## src/prs_defs.svh

```systemverilog
`ifndef PRS_DEFS_SVH
`define PRS_DEFS_SVH

// Word indices of the registers (byte address divided by four)
`define PRS_OFS_CTRL        3'h0
`define PRS_OFS_STATUS      3'h1
`define PRS_OFS_IRQ_STATUS  3'h2
`define PRS_OFS_IRQ_MASK    3'h3

// Control word field positions
`define PRS_CTRL_DET_SEL      0
`define PRS_CTRL_SRC_FIXED    1
`define PRS_CTRL_CONV_EN      2
`define PRS_CTRL_ZERO_LIM     3
`define PRS_CTRL_INRUSH       4
`define PRS_CTRL_CORE_EN      8
`define PRS_CTRL_ANALOG_EN    9
`define PRS_CTRL_MEM_EN       10
`define PRS_CTRL_OFS_CORE     12
`define PRS_CTRL_OFS_ANALOG   14
`define PRS_CTRL_OFS_IO       16

// Status word field positions
`define PRS_ST_ABOVE_IO       0
`define PRS_ST_BUS_VALID      1
`define PRS_ST_BATT_WINS      2
`define PRS_ST_FIVE_PRESENT   3
`define PRS_ST_STEAL          4
`define PRS_ST_BATT_SEL       5

// Interrupt bits
`define PRS_IRQ_INSERT        0
`define PRS_IRQ_REMOVE        1

// Offset codes: -50, -25, 0, +25 mV from the converter target
`define PRS_OFS_M50           2'h0
`define PRS_OFS_M25           2'h1
`define PRS_OFS_ZERO          2'h2
`define PRS_OFS_P25           2'h3

// Reset values
`define PRS_RST_OFS           2'h2
`define PRS_RST_IRQ_MASK      2'h0

// Analog thresholds realised in the comparators themselves
`define PRS_ABOVE_IO_OFFSET_MV 600
`define PRS_BATT_COMPARE_PCT   85
`define PRS_INRUSH_LIMIT_MA    100

// Boot inrush hold time and clock
`define PRS_INRUSH_HOLD_US    10
`define PRS_CLK_MHZ           100

`endif

```

## src/prs_pkg.sv

```systemverilog
package prs_pkg;

  // One bus word
  typedef logic [31:0] prs_word_t;

  // Offset selection code
  typedef logic [1:0] prs_ofs_t;

  // Boot phase of the inrush limiter
  typedef enum logic [0:0] {
    PRS_BOOT_LIMIT = 1'b0,
    PRS_BOOT_RUN   = 1'b1
  } prs_boot_state_t;

endpackage

```

## src/prs_sync.sv

```systemverilog
`timescale 1ns/1ps

module prs_sync #(
  parameter int W = 4
) (
  input  wire logic         clk,
  input  wire logic         resetn,
  input  wire logic [W-1:0] async_in,
  output logic      [W-1:0] sync_out
);

  // First stage, read only by the second stage
  logic [W-1:0] meta_q;

  // Two flops per comparator line against metastability
  always_ff @(posedge clk or negedge resetn)
  begin
    if (!resetn)
    begin
      meta_q   <= '0;
      sync_out <= '0;
    end
    else
    begin
      meta_q   <= async_in;
      sync_out <= meta_q;
    end
  end

endmodule

```

## src/prs_top.sv

```systemverilog
// Notes on behaviour
// - Startup uses five-volt-above-I/O detection
// - Above-I/O detect trips near I/O plus 600mV
// - Converter input: automatic or fixed 4.2V rail
// - Automatic picks larger of 4.2V, 85% battery
// - Battery selection feeds full battery voltage
// - 4.2V rail steals charger current past drop-out
// - I/O regulator: five volt present, no zero-limit
// - 1.5V regulator follows only its enable bit
// - Default: core/analog on with 5V, converter off
// - 5V and converter on: own enable bits decide
// - No 5V: core/analog follow own enable bits
// - Regulator offset -50, -25, 0, +25 mV
// - Inrush limit set at boot, self-clears later
// - Zero-limit bit minimises five-volt current
// - Bus-valid insert/remove raise an interrupt
//
// Design decisions made here: the address map and the Avalon-MM slave port.
`timescale 1ns/1ps
`include "prs_defs.svh"

module prs_top #(
  parameter int INRUSH_CYCLES =
    `PRS_INRUSH_HOLD_US * `PRS_CLK_MHZ
) (
  input  wire logic              clk,
  input  wire logic              resetn,
  input  wire logic [4:0]        avs_address,
  input  wire logic              avs_read,
  input  wire logic              avs_write,
  input  wire prs_pkg::prs_word_t avs_writedata,
  input  wire logic [3:0]        avs_byteenable,
  output prs_pkg::prs_word_t     avs_readdata,
  output logic                   avs_waitrequest,
  input  wire logic              cmp_five_above_io,
  input  wire logic              cmp_bus_valid,
  input  wire logic              cmp_batt_wins,
  input  wire logic              cmp_dropout,
  output logic                   io_reg_en,
  output logic                   core_reg_en,
  output logic                   analog_reg_en,
  output logic                   mem_reg_en,
  output logic                   converter_en,
  output logic                   converter_from_battery,
  output logic                   charger_throttle,
  output logic                   inrush_limit,
  output logic                   zero_limit,
  output prs_pkg::prs_ofs_t      core_ofs,
  output prs_pkg::prs_ofs_t      analog_ofs,
  output prs_pkg::prs_ofs_t      io_ofs,
  output logic                   irq
);
  import prs_pkg::*;

  // Core/analog enable, shared by both rails
  function automatic logic rail_enable(input logic five,
                                       input logic conv,
                                       input logic en_bit);
    rail_enable = (five & ~conv)           // Default gate
                | (five & conv & en_bit)   // With converter running
                | (~five & en_bit);        // No five-volt supply
  endfunction

  // Byte-lane merge for writes
  function automatic prs_word_t merge(input prs_word_t old,
                                      input prs_word_t wd,
                                      input logic [3:0] be);
    prs_word_t r;
    r = old;
    for (int i = 0; i < 4; i++)
    begin
      if (be[i])
        r[8*i +: 8] = wd[8*i +: 8];
    end
    merge = r;
  endfunction

  localparam int CNT_W = $clog2(INRUSH_CYCLES + 1);

  // Synchronised comparator levels
  logic [3:0]      cmp_s;
  logic            s_above_io;       // Startup detect
  logic            s_bus_valid;      // Accurate detect
  logic            s_batt_wins;      // 85% battery above 4.2V rail
  logic            s_dropout;        // 4.2V rail dropped too far
  // Control fields
  logic            det_sel_q;        // 0: above-I/O, 1: bus-valid
  logic            src_fixed_q;      // 1: converter fixed on 4.2V
  logic            conv_en_q;        // Converter enable bit
  logic            zero_lim_q;       // Zero-current limit bit
  logic [2:0]      reg_en_q;         // Core, analog, 1.5V enables
  prs_ofs_t        ofs_core_q;
  prs_ofs_t        ofs_analog_q;
  prs_ofs_t        ofs_io_q;
  // Boot inrush sequencing
  prs_boot_state_t boot_q;
  logic [CNT_W-1:0] boot_cnt_q;
  // Interrupt state
  logic            bus_valid_prev_q; // For edge detection
  logic [1:0]      irq_stat_q;       // Sticky insert/remove
  logic [1:0]      irq_mask_q;       // 1 lets the bit through
  logic [1:0]      irq_set;
  // Bus decode
  logic            acc;              // Access completes this edge
  logic            wr_acc;
  logic [2:0]      widx;
  logic            mapped;
  logic            five_present;
  prs_word_t       ctrl_word;
  prs_word_t       stat_word;
  prs_word_t       ctrl_new;
  prs_word_t       rd_word;

  // Analog lines cross into this clock through two flops
  prs_sync #(
    .W (4)
  ) u_sync (
    .clk      (clk),
    .resetn   (resetn),
    .async_in ({cmp_dropout, cmp_batt_wins,
                cmp_bus_valid, cmp_five_above_io}),
    .sync_out (cmp_s)
  );

  assign s_above_io  = cmp_s[0];
  assign s_bus_valid = cmp_s[1];
  assign s_batt_wins = cmp_s[2];
  assign s_dropout   = cmp_s[3];

  // Above-I/O comparator already carries its ~600mV margin
  assign five_present = det_sel_q ? s_bus_valid : s_above_io;

  // A request completes on the edge where waitrequest is low
  assign acc    = (avs_read | avs_write) & ~avs_waitrequest;
  assign wr_acc = acc & avs_write;
  assign widx   = avs_address[4:2];
  assign mapped = (avs_address[1:0] == 2'h0);

  // Control word as software sees it
  always_comb
  begin
    ctrl_word = '0;
    ctrl_word[`PRS_CTRL_DET_SEL]   = det_sel_q;
    ctrl_word[`PRS_CTRL_SRC_FIXED] = src_fixed_q;
    ctrl_word[`PRS_CTRL_CONV_EN]   = conv_en_q;
    ctrl_word[`PRS_CTRL_ZERO_LIM]  = zero_lim_q;
    ctrl_word[`PRS_CTRL_INRUSH]    = (boot_q == PRS_BOOT_LIMIT);
    ctrl_word[`PRS_CTRL_MEM_EN:`PRS_CTRL_CORE_EN] = reg_en_q;
    ctrl_word[`PRS_CTRL_OFS_CORE +: 2]   = ofs_core_q;
    ctrl_word[`PRS_CTRL_OFS_ANALOG +: 2] = ofs_analog_q;
    ctrl_word[`PRS_CTRL_OFS_IO +: 2]     = ofs_io_q;
  end

  // Status word
  always_comb
  begin
    stat_word = '0;
    stat_word[`PRS_ST_ABOVE_IO]     = s_above_io;
    stat_word[`PRS_ST_BUS_VALID]    = s_bus_valid;
    stat_word[`PRS_ST_BATT_WINS]    = s_batt_wins;
    stat_word[`PRS_ST_FIVE_PRESENT] = five_present;
    stat_word[`PRS_ST_STEAL]        = charger_throttle;
    stat_word[`PRS_ST_BATT_SEL]     = converter_from_battery;
  end

  assign ctrl_new = merge(ctrl_word, avs_writedata, avs_byteenable);

  // Read multiplexer; unmapped words read as zero
  always_comb
  begin
    rd_word = '0;
    if (mapped)
    begin
      case (widx)
        `PRS_OFS_CTRL:       rd_word = ctrl_word;
        `PRS_OFS_STATUS:     rd_word = stat_word;
        `PRS_OFS_IRQ_STATUS: rd_word = {30'h0, irq_stat_q};
        `PRS_OFS_IRQ_MASK:   rd_word = {30'h0, irq_mask_q};
        default:             rd_word = '0;
      endcase
    end
  end

  // One wait cycle per access, then a one-cycle release
  always_ff @(posedge clk or negedge resetn)
  begin
    if (!resetn)
    begin
      avs_waitrequest <= 1'b1;
      avs_readdata    <= '0;
    end
    else if (avs_waitrequest && (avs_read || avs_write))
    begin
      avs_waitrequest <= 1'b0;
      avs_readdata    <= avs_read ? rd_word : 32'h0000_0000;
    end
    else
    begin
      avs_waitrequest <= 1'b1;
    end
  end

  // Control register; detection starts on the above-I/O method
  always_ff @(posedge clk or negedge resetn)
  begin
    if (!resetn)
    begin
      det_sel_q    <= 1'b0;
      src_fixed_q  <= 1'b0;
      conv_en_q    <= 1'b0;
      zero_lim_q   <= 1'b0;
      reg_en_q     <= 3'h0;
      ofs_core_q   <= `PRS_RST_OFS;
      ofs_analog_q <= `PRS_RST_OFS;
      ofs_io_q     <= `PRS_RST_OFS;
    end
    else if (wr_acc && mapped && widx == `PRS_OFS_CTRL)
    begin
      det_sel_q    <= ctrl_new[`PRS_CTRL_DET_SEL];
      src_fixed_q  <= ctrl_new[`PRS_CTRL_SRC_FIXED];
      conv_en_q    <= ctrl_new[`PRS_CTRL_CONV_EN];
      zero_lim_q   <= ctrl_new[`PRS_CTRL_ZERO_LIM];
      reg_en_q     <= ctrl_new[`PRS_CTRL_MEM_EN:`PRS_CTRL_CORE_EN];
      // Any code is legal; -25mV avoids contention
      ofs_core_q   <= ctrl_new[`PRS_CTRL_OFS_CORE +: 2];
      ofs_analog_q <= ctrl_new[`PRS_CTRL_OFS_ANALOG +: 2];
      ofs_io_q     <= ctrl_new[`PRS_CTRL_OFS_IO +: 2];
    end
  end

  // Inrush limit holds from reset, then drops by itself
  always_ff @(posedge clk or negedge resetn)
  begin
    if (!resetn)
    begin
      boot_q     <= PRS_BOOT_LIMIT;
      boot_cnt_q <= '0;
    end
    else
    begin
      case (boot_q)
        PRS_BOOT_LIMIT:
        begin
          if (boot_cnt_q == CNT_W'(INRUSH_CYCLES - 1))
            boot_q <= PRS_BOOT_RUN;
          else
            boot_cnt_q <= boot_cnt_q + CNT_W'(1);
        end
        PRS_BOOT_RUN:
          boot_q <= PRS_BOOT_RUN;
        default:
          boot_q <= PRS_BOOT_LIMIT;
      endcase
    end
  end

  // Regulator enables and converter source, all registered
  always_ff @(posedge clk or negedge resetn)
  begin
    if (!resetn)
    begin
      io_reg_en              <= 1'b0;
      core_reg_en            <= 1'b0;
      analog_reg_en          <= 1'b0;
      mem_reg_en             <= 1'b0;
      converter_en           <= 1'b0;
      converter_from_battery <= 1'b0;
      charger_throttle       <= 1'b0;
      inrush_limit           <= 1'b1;
      zero_limit             <= 1'b0;
      core_ofs               <= `PRS_RST_OFS;
      analog_ofs             <= `PRS_RST_OFS;
      io_ofs                 <= `PRS_RST_OFS;
    end
    else
    begin
      io_reg_en     <= five_present & ~zero_lim_q;
      core_reg_en   <= rail_enable(five_present, conv_en_q,
                                   reg_en_q[0]);
      analog_reg_en <= rail_enable(five_present, conv_en_q,
                                   reg_en_q[1]);
      mem_reg_en    <= reg_en_q[2];
      converter_en  <= conv_en_q;
      // Battery wins only when 85% of it beats the 4.2V rail;
      // the switch then feeds the full battery voltage
      converter_from_battery <= ~src_fixed_q & s_batt_wins;
      // 4.2V rail keeps priority over the charger
      charger_throttle <= five_present & s_dropout;
      inrush_limit     <= (boot_q == PRS_BOOT_LIMIT);
      zero_limit       <= zero_lim_q;
      core_ofs         <= ofs_core_q;
      analog_ofs       <= ofs_analog_q;
      io_ofs           <= ofs_io_q;
    end
  end

  // Insert and remove edges of the synchronised bus-valid level
  assign irq_set = {bus_valid_prev_q & ~s_bus_valid,
                    ~bus_valid_prev_q & s_bus_valid};

  // Sticky flags; a new event beats a same-cycle clear
  always_ff @(posedge clk or negedge resetn)
  begin
    if (!resetn)
    begin
      bus_valid_prev_q <= 1'b0;
      irq_stat_q       <= 2'h0;
    end
    else
    begin
      bus_valid_prev_q <= s_bus_valid;
      if (wr_acc && mapped && widx == `PRS_OFS_IRQ_STATUS
          && avs_byteenable[0])
        irq_stat_q <= (irq_stat_q & ~avs_writedata[1:0]) | irq_set;
      else
        irq_stat_q <= irq_stat_q | irq_set;
    end
  end

  // Interrupt mask register
  always_ff @(posedge clk or negedge resetn)
  begin
    if (!resetn)
      irq_mask_q <= `PRS_RST_IRQ_MASK;
    else if (wr_acc && mapped && widx == `PRS_OFS_IRQ_MASK
             && avs_byteenable[0])
      irq_mask_q <= avs_writedata[1:0];
  end

  // Level interrupt, one cycle behind the flags
  always_ff @(posedge clk or negedge resetn)
  begin
    if (!resetn)
      irq <= 1'b0;
    else
      irq <= |(irq_stat_q & irq_mask_q);
  end

endmodule

```

## config.mk

```make
export PLATFORM = sky130hd
export DESIGN_NAME = prs_top
export DESIGN_NICKNAME = d
export VERILOG_FILES = /design/src/prs_pkg.sv /design/src/prs_sync.sv /design/src/prs_top.sv
export VERILOG_INCLUDE_DIRS = /design/src
export SDC_FILE = /design/constraint.sdc
export NUM_CORES = 1
export LEC_CHECK = 0
export ABC_AREA = 1
export BUFFER_PORTS_ARGS = -buffer_cell sky130_fd_sc_hd__clkbuf_2
export CORE_MARGIN = 1.5
export CORE_UTILIZATION = 30
export DETAILED_ROUTE_END_ITERATION = 8
export SETUP_SLACK_MARGIN = 0.05
export SYNTH_ARGS = -nofsm -noshare
export SYNTH_HDL_FRONTEND = slang
export SYNTH_SLANG_ARGS = --single-unit
```

## constraint.sdc

```tcl
create_clock -name clk -period 1.7 [get_ports clk]
set_input_delay 0.17 -clock clk [delete_from_list [all_inputs] [get_ports clk]]
set_output_delay 0.17 -clock clk [all_outputs]
set_load 0.005 [all_outputs]
```

==> impl_metrics.py <==
metrics = {
    "route": {
        "route.vias.total": 2317,
        "ant_nets": 0,
        "wire_per_inst_um": 11.4,
        "wirelength_um": 6250,
        "drcViolationCount": 0,
        "dr.pass1.iters": 4,
        "viasPerCell": 4.24,
        "drtIter0Drc": 82,
    },
    "synthesis": {
        "synth.most_common_cell": "nand2_1",
        "yosysUniqueCellTypes": 27,
        "ys_seq_area_share_pct": 58.3,
        "ys.warnings.count": 0,
        "synth.area.top_cells": "dfrtp_1, nand2_1, dfstp_2",
        "synth_area_um2": 2980,
        "synthTopCellsByCount": "nand2_1, dfrtp_1, nand3_1, inv_1, buf_4",
        "yosys.area.top_type_share_pct": 51.2,
        "ys_seq_elements": 69,
        "synth_edf_count": 0,
        "synth_largest_area_cell": "dfrtp_1",
        "synth_flop_cell": "dfrtp_1",
        "async_flop_share_pct": 100,
        "synth_area_per_cell_um2": 8.95,
        "syn_inst": 333,
    },
    "worst_setup_path": {
        "crit_type": "register to register",
        "critPathSlowestCell": "dfrtp_1",
        "path_common_cell": "nand2_1",
        "critPathArrivalTime_ns": 1.66,
        "crit_path_cell_trace": "ha_1, nand3_1, nor2_1, nand2_1, nand2_1, inv_2, nand2_1, nand2_1",
        "critPathMaxFanout": 9,
        "worst-path-buf-inv": 1,
        "cp.required_ns": 1.92,
        "worst_setup_path_end_kind": "register",
        "startpoint_type": "register",
        "cp_top_family": "simple AND/OR/NAND/NOR gates",
        "slowest_delay_ns": 0.40,
    },
    "grt": {
        "antenna_found_initial": 0,
        "grt_busiest_layer": "met2",
        "grt_max_degree": 70,
        "met3_usage_pct": 4.27,
        "grt_use_met1_pct": 16.4,
        "met2_usage_pct": 19.5,
        "grt_pass1_vias": 2106,
        "grt_pass1_wl_um": 10000,
        "grt_use_total_pct": 12.6,
        "gr-total-overflow": 0,
    },
    "layout": {
        "utilization_pct": 38.1,
        "num_antenna_cells": 0,
        "area_growth_pct": 23.7,
        "drive_above_1_share_pct": 24.7,
        "nFillCells": 999,
        "nNetsFinal": 458,
    },
    "clocking": {
        "path_clk_slew_ns": 0.07,
        "ctsLongestPathBuffers": 2,
        "postCtsSetupBuffers": 0,
        "numClockSinks": 69,
        "clockRootBuffer": "clkbuf_8",
        "cts_tree": "done",
        "insertion_delay_ns": 0.33,
        "htree_levels": 3,
        "cts_buffers": 9,
    },
    "sta": {
        "hold_violations": 0,
        "fmax_mhz": 698,
        "rsz0062_at_grt": "false",
        "min_period_ns": 1.43,
        "skew_ns": 0.00722,
        "tns_ns": 0,
        "hold_slack_ns": 0.0339,
        "setup_violations": 0,
        "period_share_pct": 84.3,
        "final_max_slew_viol_count": 0,
    },
    "floorplanning": {
        "die_h_um": 103,
        "die_x_um": 103,
        "io_pins": 98,
        "fp-row-count": 36,
        "core_region_area_um2": 9680,
        "start_util_pct": 30.8,
        "die_area_um2": 10500,
    },
    "power_and_ir_drop": {
        "power_density_nw_per_um2": 989,
        "power.leakage_uw": 0.00198,
        "power_uw": 3640,
        "peakVddDrop_uv": 352,
    },
    "hold_path": {
        "hp-class": "primary input to register",
    },
    "placed_design": {
        "portBuffers": 60,
        "hpwlAfterDp_um": 4500,
        "place_congestion": 0.790,
    },
    "outcome": {
        "status": "completed",
    },
    "flow_run": {
        "drv_cap": 0,
    },
}
## what timing repair did
action                     in CTS  in global routing
gates resized for setup         0                  0
hold endpoints to repair       65                  0
setup endpoints to repair       0                  0
hold buffers                    5                  0
## registers in the layout, summed over array words and instances, names as in the netlist, 3 cells and up
register,count
avs_readdata,15
boot_cnt_q,10
u_sync.meta_q,4
u_sync.sync_out,4
reg_en_q,3
## cell usage in the layout, fill, tap and decap left out, types with 3 or more instances in the layout
master and count:
dfrtp_1 61, nand2_1 122, clkbuf_2 59, conb_1 17, inv_2 3, nand4_1 9
dlygate4sd3_1 5, dfstp_2 8, inv_1 27, bufinv_16 3, o21ai_0 10, o21ai_1 3
buf_4 5, nand3_1 35, clkbuf_8 9, nor2_1 14
## cell type report
type,instances,area [um2],share of cell area [%]
flip-flops and latches,69,1740,47.1
clock buffers,10,128,3.46
repair buffers,71,408,11.1
inverters,30,113,3.05
well taps,133,166,4.51
clock inverters,6,111,3.02
multi-input cells,227,1020,27.8
## report_power, final
group          switching, uW  internal [uW]  total, uW  leakage, uW
logic                    164            106        270     0.000993
clock network            621            975       1600     0.000116
registers               46.2           1730       1780     0.000873
total                    831           2810       3640      0.00198
## per-layer routing
| layer | up-vias | share of wire (%) |
|---|---|---|
| li1 | 1163 | - |
| met1 | 1092 | 46 |
| met2 | 53 | 46 |
| met3 | 9 | 5.7 |
| met4 | 0 | 1.9 |
| met5 | - | 0 |
## worst paths after layout
kind                                    from            endpoint  cells after the start  slack (ns)
max                            boot_cnt_q[0]       boot_cnt_q[8]                      8        0.27
min                        avs_writedata[15]     ofs_analog_q[1]                      3        0.03
max reg2reg                    boot_cnt_q[0]       boot_cnt_q[8]                      8        0.27
min reg2reg                 u_sync.meta_q[3]  u_sync.sync_out[3]                      0        0.35
max in group asynchronous             resetn       analog_ofs[1]                      3        0.98
min in group asynchronous             resetn     avs_readdata[2]                      3        0.38
## cell families (layout without fill, tap and decap cells)
group / count (synthesis) / count (layout) / synth area share [%]
other: 1 / 17 / 0.126
adder cells (fa/ha/maj): 1 / 1 / 0.420
flip-flops: 69 / 69 / 58.3
XOR/XNOR: 3 / 3 / 0.882
buffers and inverters: 53 / 117 / 9.40
AO/OA/AOI/OAI: 14 / 14 / 2.48
AND/OR/NAND/NOR: 192 / 192 / 28.4
## worst reg2reg max path, delay by kind of cell (launching register included)
kind / cells / cell delay [ns]
DFF: 1 / 0.40
and+or+nand+nor: 6 / 0.54
buffers and inverters: 1 / 0.12
adders and majority gates: 1 / 0.27
## metrics by stage
stage,std cells,setup WS [ns],instance area [um2]
after floorplan,349,0.434,3040
after global placement,525,0.281,3400
after detailed placement,525,0.275,3400
after CTS,546,0.262,3690
after global routing,546,0.132,3690
final,546,0.267,3690
Note: power is estimated with default switching activity, not from simulation.
